## config.mk

```make
export PLATFORM = sky130hd
export DESIGN_NAME = gtm_timer
export DESIGN_NICKNAME = d
export VERILOG_FILES = /design/src/gtm_pkg.sv /design/src/gtm_gate_if.sv /design/src/gtm_gate_sel.sv /design/src/gtm_timer.sv
export VERILOG_INCLUDE_DIRS = /design/src
export SDC_FILE = /design/constraint.sdc
export NUM_CORES = 1
export LEC_CHECK = 0
export ABC_CLOCK_PERIOD_IN_PS = 2900
export BUFFER_PORTS_ARGS = -buffer_cell sky130_fd_sc_hd__buf_2
export CAP_MARGIN = 20
export CORE_MARGIN = 4
export CORE_UTILIZATION = 35
export DETAILED_ROUTE_END_ITERATION = 10
export PLACE_DENSITY_LB_ADDON = 0.1
export SYNTH_ARGS = -nofsm -noshare
export SYNTH_HDL_FRONTEND = slang
export SYNTH_SLANG_ARGS = --single-unit
```

## constraint.sdc

```tcl
create_clock -name clk -period 2.9 [get_ports clk]
set_input_delay 0.435 -clock clk [delete_from_list [all_inputs] [get_ports clk]]
set_output_delay 0.435 -clock clk [all_outputs]
set_load 0.01 [all_outputs]
```

## src/gtm_consts.svh

```systemverilog
`ifndef GTM_CONSTS_SVH
`define GTM_CONSTS_SVH

// ----------------------------------------
// Count and field constants
// ----------------------------------------
`define GTM_COUNT_W 16
`define GTM_COUNT_RST 16'h0000
`define GTM_COUNT_MAX 16'hffff
`define GTM_FLAG_BIT 0
`define GTM_IE_BIT 0
`define GTM_SRC_PIN 2'h0
`define GTM_SRC_T2_MATCH 2'h1
`define GTM_SRC_CMP1 2'h2
`define GTM_SRC_CMP2 2'h3
`define GTM_SCS_SECONDARY 2'h1
`define GTM_IDLE_BIT 7
`define GTM_SOSC_ACTIVE_BIT 6
`define GTM_DRIVE_LOW 2'h1
`define GTM_DRIVE_HIGH 2'h3
`define GTM_T2_W 8
`define GTM_T2_RST 8'h00

`endif

```

## src/gtm_pkg.sv

```systemverilog
`default_nettype none

package gtm_pkg;

  typedef enum logic [1:0] {
    GTM_PM_PRIMARY_RUN,
    GTM_PM_SECONDARY_RUN,
    GTM_PM_SECONDARY_IDLE,
    GTM_PM_SLEEP
  } gtm_pm_t;

endpackage

`default_nettype wire

```

## src/gtm_gate_if.sv

```systemverilog
`default_nettype none

interface gtm_gate_if;
  logic gate_level;

  modport src (output gate_level);
  modport dst (input gate_level);
endinterface

`default_nettype wire

```

## src/gtm_gate_sel.sv

```systemverilog
`include "gtm_consts.svh"
`default_nettype none

// Second timer, its period-match pulse, and the gate source mux
module gtm_gate_sel (
  input wire logic clk,
  input wire logic rst_n,
  input wire logic t2_enable,
  input wire logic [`GTM_T2_W-1:0] second_timer_period,
  input wire logic [1:0] gate_source_select,
  input wire logic gate_polarity,
  input wire logic pin_level,
  input wire logic cmp1_level,
  input wire logic cmp2_level,
  gtm_gate_if.src gate
);

  typedef struct packed {
    logic [`GTM_T2_W-1:0] t2_count;
    logic match_pulse;
    logic gate;
  } gtm_sel_state_t;

  gtm_sel_state_t st_ff;
  gtm_sel_state_t nxt_st;
  logic raw;

  always_comb begin
    nxt_st = st_ff;
    nxt_st.match_pulse = 1'b0;
    if (t2_enable) begin
      if (st_ff.t2_count == second_timer_period) begin
        nxt_st.t2_count = `GTM_T2_RST;
        nxt_st.match_pulse = 1'b1;
      end else begin
        nxt_st.t2_count = st_ff.t2_count + 8'h01;
      end
    end
    case (gate_source_select)
      `GTM_SRC_PIN: raw = pin_level;
      `GTM_SRC_T2_MATCH: raw = st_ff.match_pulse;
      `GTM_SRC_CMP1: raw = cmp1_level;
      `GTM_SRC_CMP2: raw = cmp2_level;
      default: raw = 1'b0;
    endcase
    nxt_st.gate = raw ^ gate_polarity;
  end

  always_ff @(posedge clk or negedge rst_n) begin
    if (!rst_n) begin
      st_ff <= '0;
    end else begin
      st_ff <= nxt_st;
    end
  end

  assign gate.gate_level = st_ff.gate;

endmodule

`default_nettype wire

```

## src/gtm_timer.sv

```systemverilog
`include "gtm_consts.svh"
`default_nettype none

module gtm_timer #(
  parameter int COUNT_W = `GTM_COUNT_W
) (
  input wire logic clk,
  input wire logic rst_n,
  input wire logic timer_on,
  input wire logic gate_enable,
  input wire logic [1:0] gate_source_select,
  input wire logic gate_polarity,
  input wire logic gate_input_pin,
  input wire logic cmp1_out,
  input wire logic cmp2_out,
  input wire logic t2_enable,
  input wire logic [`GTM_T2_W-1:0] second_timer_period,
  input wire logic overflow_flag_clear,
  input wire logic overflow_irq_enable,
  input wire logic [7:0] osc_control_reg,
  input wire logic sleep_exec,
  input wire logic wake_event,
  input wire logic fscm_enable,
  input wire logic sosc_failed,
  input wire logic [1:0] secondary_drive_select,
  output logic [COUNT_W-1:0] main_count_pair,
  output logic overflow_flag,
  output logic overflow_irq,
  output logic [7:0] osc_control_reg_two,
  output logic secondary_clock_active,
  output gtm_pkg::gtm_pm_t pm_state,
  output logic sosc_drive_low,
  output logic sosc_drive_high
);

  typedef struct packed {
    logic [COUNT_W-1:0] count;
    logic flag;
    gtm_pkg::gtm_pm_t pm;
    logic sosc_active;
    logic drive_low;
    logic drive_high;
    logic [1:0] pin_sync;
    logic [1:0] c1_sync;
    logic [1:0] c2_sync;
  } gtm_state_t;

  // ----------------------------------------
  // Reset and limit values
  // ----------------------------------------
  localparam gtm_state_t ST_RST = '{
    count: COUNT_W'(`GTM_COUNT_RST),
    flag: 1'b0,
    pm: gtm_pkg::GTM_PM_PRIMARY_RUN,
    sosc_active: 1'b0,
    drive_low: 1'b0,
    drive_high: 1'b0,
    pin_sync: 2'h0,
    c1_sync: 2'h0,
    c2_sync: 2'h0
  };
  localparam logic [COUNT_W-1:0] COUNT_ONE = COUNT_W'(1);

  gtm_state_t st_ff;
  gtm_state_t nxt_st;
  logic gate_open;
  logic count_en;
  logic wrap;
  logic flag_set;
  logic flag_clr;
  logic sosc_selected;
  logic sleep_to_idle;
  logic sleep_to_stop;
  logic clock_handed_over;

  gtm_gate_if gate_bus ();

  // ----------------------------------------
  // Decode helpers
  // ----------------------------------------
  function automatic logic sosc_clocks(input gtm_pkg::gtm_pm_t pm);
    return (pm == gtm_pkg::GTM_PM_SECONDARY_RUN) || (pm == gtm_pkg::GTM_PM_SECONDARY_IDLE);
  endfunction

  function automatic logic osc_wants_secondary(input logic [7:0] ctl);
    return ctl[1:0] == `GTM_SCS_SECONDARY;
  endfunction

  // One compare serves both drive outputs, so the two codes stay consistent
  function automatic logic drive_is(input logic [1:0] sel, input logic [1:0] code);
    return sel == code;
  endfunction

  function automatic logic at_top(input logic [COUNT_W-1:0] cnt);
    return cnt == COUNT_W'(`GTM_COUNT_MAX);
  endfunction

  // ----------------------------------------
  // Gate path
  // ----------------------------------------
  // Pin and comparators are asynchronous, so only the second stage reaches the mux
  gtm_gate_sel u_gate (
    .clk(clk),
    .rst_n(rst_n),
    .t2_enable(t2_enable),
    .second_timer_period(second_timer_period),
    .gate_source_select(gate_source_select),
    .gate_polarity(gate_polarity),
    .pin_level(st_ff.pin_sync[1]),
    .cmp1_level(st_ff.c1_sync[1]),
    .cmp2_level(st_ff.c2_sync[1]),
    .gate(gate_bus.src)
  );

  // ----------------------------------------
  // Next state
  // ----------------------------------------
  always_comb begin
    nxt_st = st_ff;
    nxt_st.pin_sync = {st_ff.pin_sync[0], gate_input_pin};
    nxt_st.c1_sync = {st_ff.c1_sync[0], cmp1_out};
    nxt_st.c2_sync = {st_ff.c2_sync[0], cmp2_out};

    // ----------------------------------------
    // Count and overflow flag
    // ----------------------------------------
    // A closed gate only holds the count, it never clears it
    gate_open = ~gate_enable | gate_bus.gate_level;
    count_en = timer_on & gate_open;
    wrap = count_en & at_top(st_ff.count);
    if (count_en) begin
      nxt_st.count = st_ff.count + COUNT_ONE;
    end
    flag_set = wrap;
    flag_clr = overflow_flag_clear;
    // Set beats a clear landing in the same cycle
    if (flag_set) begin
      nxt_st.flag = 1'b1;
    end else if (flag_clr) begin
      nxt_st.flag = 1'b0;
    end

    // ----------------------------------------
    // Power states
    // ----------------------------------------
    sosc_selected = osc_wants_secondary(osc_control_reg);
    sleep_to_idle = sleep_exec & ~osc_control_reg[`GTM_IDLE_BIT];
    sleep_to_stop = sleep_exec & osc_control_reg[`GTM_IDLE_BIT];
    case (st_ff.pm)
      gtm_pkg::GTM_PM_PRIMARY_RUN: begin
        if (sosc_selected) begin
          nxt_st.pm = gtm_pkg::GTM_PM_SECONDARY_RUN;
        end
      end
      gtm_pkg::GTM_PM_SECONDARY_RUN: begin
        if (!sosc_selected) begin
          nxt_st.pm = gtm_pkg::GTM_PM_PRIMARY_RUN;
        end else if (sleep_to_idle) begin
          nxt_st.pm = gtm_pkg::GTM_PM_SECONDARY_IDLE;
        end else if (sleep_to_stop) begin
          nxt_st.pm = gtm_pkg::GTM_PM_SLEEP;
        end
      end
      gtm_pkg::GTM_PM_SECONDARY_IDLE, gtm_pkg::GTM_PM_SLEEP: begin
        if (wake_event) begin
          nxt_st.pm = gtm_pkg::GTM_PM_SECONDARY_RUN;
        end
      end
      default: nxt_st.pm = gtm_pkg::GTM_PM_PRIMARY_RUN;
    endcase

    // ----------------------------------------
    // Clock status and drive level
    // ----------------------------------------
    // A failed oscillator under the monitor hands the clock to another source
    clock_handed_over = fscm_enable & sosc_failed;
    nxt_st.sosc_active = sosc_clocks(nxt_st.pm) & ~clock_handed_over;
    // Registered so the drive outputs never glitch while the setting changes
    nxt_st.drive_low = drive_is(secondary_drive_select, `GTM_DRIVE_LOW);
    nxt_st.drive_high = drive_is(secondary_drive_select, `GTM_DRIVE_HIGH);
  end

  always_ff @(posedge clk or negedge rst_n) begin
    if (!rst_n) begin
      st_ff <= ST_RST;
    end else begin
      st_ff <= nxt_st;
    end
  end

  // ----------------------------------------
  // Outputs
  // ----------------------------------------
  assign main_count_pair = st_ff.count;
  assign overflow_flag = st_ff.flag;
  // Left combinational so that clearing the enable blocks the request at once
  assign overflow_irq = st_ff.flag & overflow_irq_enable;
  assign secondary_clock_active = st_ff.sosc_active;
  assign pm_state = st_ff.pm;
  assign sosc_drive_low = st_ff.drive_low;
  assign sosc_drive_high = st_ff.drive_high;
  always_comb begin
    osc_control_reg_two = 8'h00;
    osc_control_reg_two[`GTM_SOSC_ACTIVE_BIT] = st_ff.sosc_active;
  end

endmodule

`default_nettype wire

```

==> results.sh <==
export IMPL_status="completed"
export IMPL_synth_simple_area_share=0.180
export IMPL_rows=25
export IMPL_worst_path_max_fanout=6
export IMPL_dr_total_vias=1305
export IMPL_final_common_cell="buf_2"
export IMPL_antenna_found_initial=0
export IMPL_cts_sinks=38
export IMPL_crit_type="reg -> reg"
export IMPL_finalNetCount=248
export IMPL_hold_viol_final=0
export IMPL_synth_xor_area_share=0.134
export IMPL_power_mw=1.42
export IMPL_synth_top_family_by_area="simple AND/OR/NAND/NOR gates"
export IMPL_post_cts_buffers=0
export IMPL_reg2reg_depth=5
export IMPL_syn_inst=155
export IMPL_grt_pass1_wl_mm=5.98
export IMPL_min_period_ns=1.62
export IMPL_crit_arrival_ns=1.79
export IMPL_critPathLaunchType="flop"
export IMPL_clockBufferDepth=2
export IMPL_skew_ns=0.00550
export IMPL_ys_seq_elements=38
export IMPL_gp_congestion=0.770
export IMPL_core_sq_mm=0.00479
export IMPL_setup_viol=0
export IMPL_cts_hold_buf=0
export IMPL_tightest_slew_ns=0.844
export IMPL_setup_tns_ns=0
export IMPL_drc_errors=0
export IMPL_end_kind="flop"
export IMPL_r2r_slack_ns=1.28
export IMPL_grt_pass1_vias=1311
export IMPL_yosysWarnings=0
export IMPL_wl_per_cell_um=12.8
export IMPL_seq_area_frac_synth=0.540
export IMPL_avgSynthCellArea_sq_um=11.4
export IMPL_initial_core_util=0.368
export IMPL_cts_tree="done"
export IMPL_clkTransAtPathRegs_ns=0.08
export IMPL_vias_per_cell=4.68
export IMPL_pwr_density_cell_mw_per_mm2=656
export IMPL_portBuffers=53
export IMPL_instances_no_fill=279
export IMPL_drive_above_1_share=0.311
export IMPL_crit_path_cell_trace="ha_1 -> nand4_1 -> and4bb_1 -> nand3_1 -> xnor2_1"
export IMPL_die_height_um=78.9
export IMPL_p_leak_nw=1.03
export IMPL_hp_class="in -> async"
export IMPL_max_stage_delay_ns=0.44
export IMPL_clk_latency_ns=0.29
export IMPL_grt_max_degree=39
export IMPL_die_area_sq_mm=0.00623
export IMPL_overflow=0
export IMPL_synth_cell_types=32
export IMPL_fmax_mhz=616
export IMPL_areaGrowthSynthToFinish_pct=22.6
export IMPL_drtAntennaViolNets=0
export IMPL_wl_mm=3.57
export IMPL_dp_cells=271
export IMPL_ios=66
export IMPL_whs_ns=0.245
export IMPL_root_buffer="clkbuf_8"
export IMPL_slew_headroom=0.437
export IMPL_timing_rr_start="main_count_pair[0]"
export IMPL_antennaDiodeCount=0
export IMPL_fin_crit_sh=0.559
export IMPL_critPathLaunch="main_count_pair[0]"
export IMPL_synth_adder_area_share=0.0142
export IMPL_cpMaxStageDelayCell="dfrtp_1"
export IMPL_rsz0062_at_grt="false"
export IMPL_fin_util=0.451
export IMPL_netlist_area_sq_mm=0.00176
export IMPL_fp_dieW_um=78.9
export IMPL_htreeDepth=2
export IMPL_post_cts_resized=0
export IMPL_muxShareOfSynthArea=0.0313
export IMPL_required_ns=3.07
export IMPL_peakVddDrop_mv=0.252
export IMPL_drv_cap=0
export IMPL_synth_compound_area_share=0.0554
export IMPL_tritoncts_num_buffers=5
export IMPL_hpwlAfterDp_mm=2.61
export IMPL_final_max_slew_violation_count=0
export IMPL_r2r_end="main_count_pair[12]"
export IMPL_layout_common_cells="53 x buf_2, 38 x dfrtp_1, 20 x xnor2_1"
export IMPL_track_usage=0.123
export IMPL_drt_initial_drc_count=67
export IMPL_drtPass1Iterations=4
==> stage by stage <==
stage	setup slack, ns	cell area (sq um)
6_report	1.28	2160
5_1_grt	1.18	2160
4_1_cts	1.27	2160
3_5_place_dp	1.29	2060
3_3_place_gp	1.32	2060
2_1_floorplan	1.42	1780
==> metal layers <==
metal  GRT usage  wire, um  up-vias
met3      0.0454       328        6
met4      0.0464        55        0
li1            -         -      632
met2       0.198      1660       50
met1       0.150      1530      617
met5           0         0        -
==> cell usage after synthesis <==
library cell	n	area [sq um]
dfrtp_1	38	951
xnor2_1	20	175
nand3_1	12	60.1
nand2_1	11	41.3
a21oi_1	9	45.0
buf_4	8	60.1
nand4_1	7	43.8
xor2_1	7	61.3
nor2_1	5	18.8
and3_1	4	25.0
nor2b_1	4	25.0
and2_1	3	18.8
a211oi_1	2	15.0
ha_1	2	25.0
inv_1	2	7.51
mux2_2	2	22.5
nand2b_1	2	12.5
o21ai_0	2	10.0
o22ai_1	2	12.5
a211o_1	1	8.76
a31oi_1	1	6.26
and4_1	1	8.76
and4bb_1	1	12.5
buf_2	1	5.00
clkbuf_1	1	3.75
conb_1	1	3.75
mux2i_1	1	10.0
mux4_2	1	22.5
nand3_2	1	10.0
nand3b_1	1	7.51
nor4b_1	1	8.76
nor4b_4	1	23.8
==> registers in the layout (all words and copies together) (netlist names), 2 cells and up <==
| register | count |
|---|---|
| nxt_st | 3 |
| main_count_pair | 16 |
| pm_state | 2 |
| u_gate.st_ff | 9 |
| st_ff | 3 |
==> power breakdown <==
part / switching [mW] / leakage [nW] / total [mW] / internal [mW]
Combinational: 0.152 / 0.490 / 0.306 / 0.154
Sequential: 0.117 / 0.490 / 0.729 / 0.613
Clock: 0.190 / 0.0472 / 0.381 / 0.191
==> worst max path at each step <==
stage / end / depth (start not counted)
global route: main_count_pair[14] / 5
detailed placement: main_count_pair[12] / 5
global placement: u_gate.st_ff[2] / 5
finish: main_count_pair[12] / 5
CTS: main_count_pair[12] / 5
floorplan: main_count_pair[14] / 5
==> worst max-delay path, delay by kind of cell (launching register included) <==
family | cells | cell delay (ns)
xor gates and xnor gates | 1 | 0.14
adders and majority gates | 1 | 0.23
DFF | 1 | 0.44
and+or+nand+nor | 3 | 0.68
==> cell type report <==
cell class	count	area, sq um
clock buffer	6	82.6
clock inverter	2	12.5
fill	486	2630
inverter	2	7.51
multi-input combinational	111	757
sequential	38	951
tap	67	83.8
timing repair buffer	53	265
==> cell families after synthesis <==
| family | Yosys count |
|---|---|
| AO/OA/AOI/OAI | 17 |
| XOR/XNOR | 27 |
| adder cells (fa/ha/maj) | 2 |
| buffers and inverters | 12 |
| flip-flops | 38 |
| multiplexers | 4 |
| other | 1 |
| AND/OR/NAND/NOR | 54 |
No activity file was read; power rests on OpenSTA's default activity.
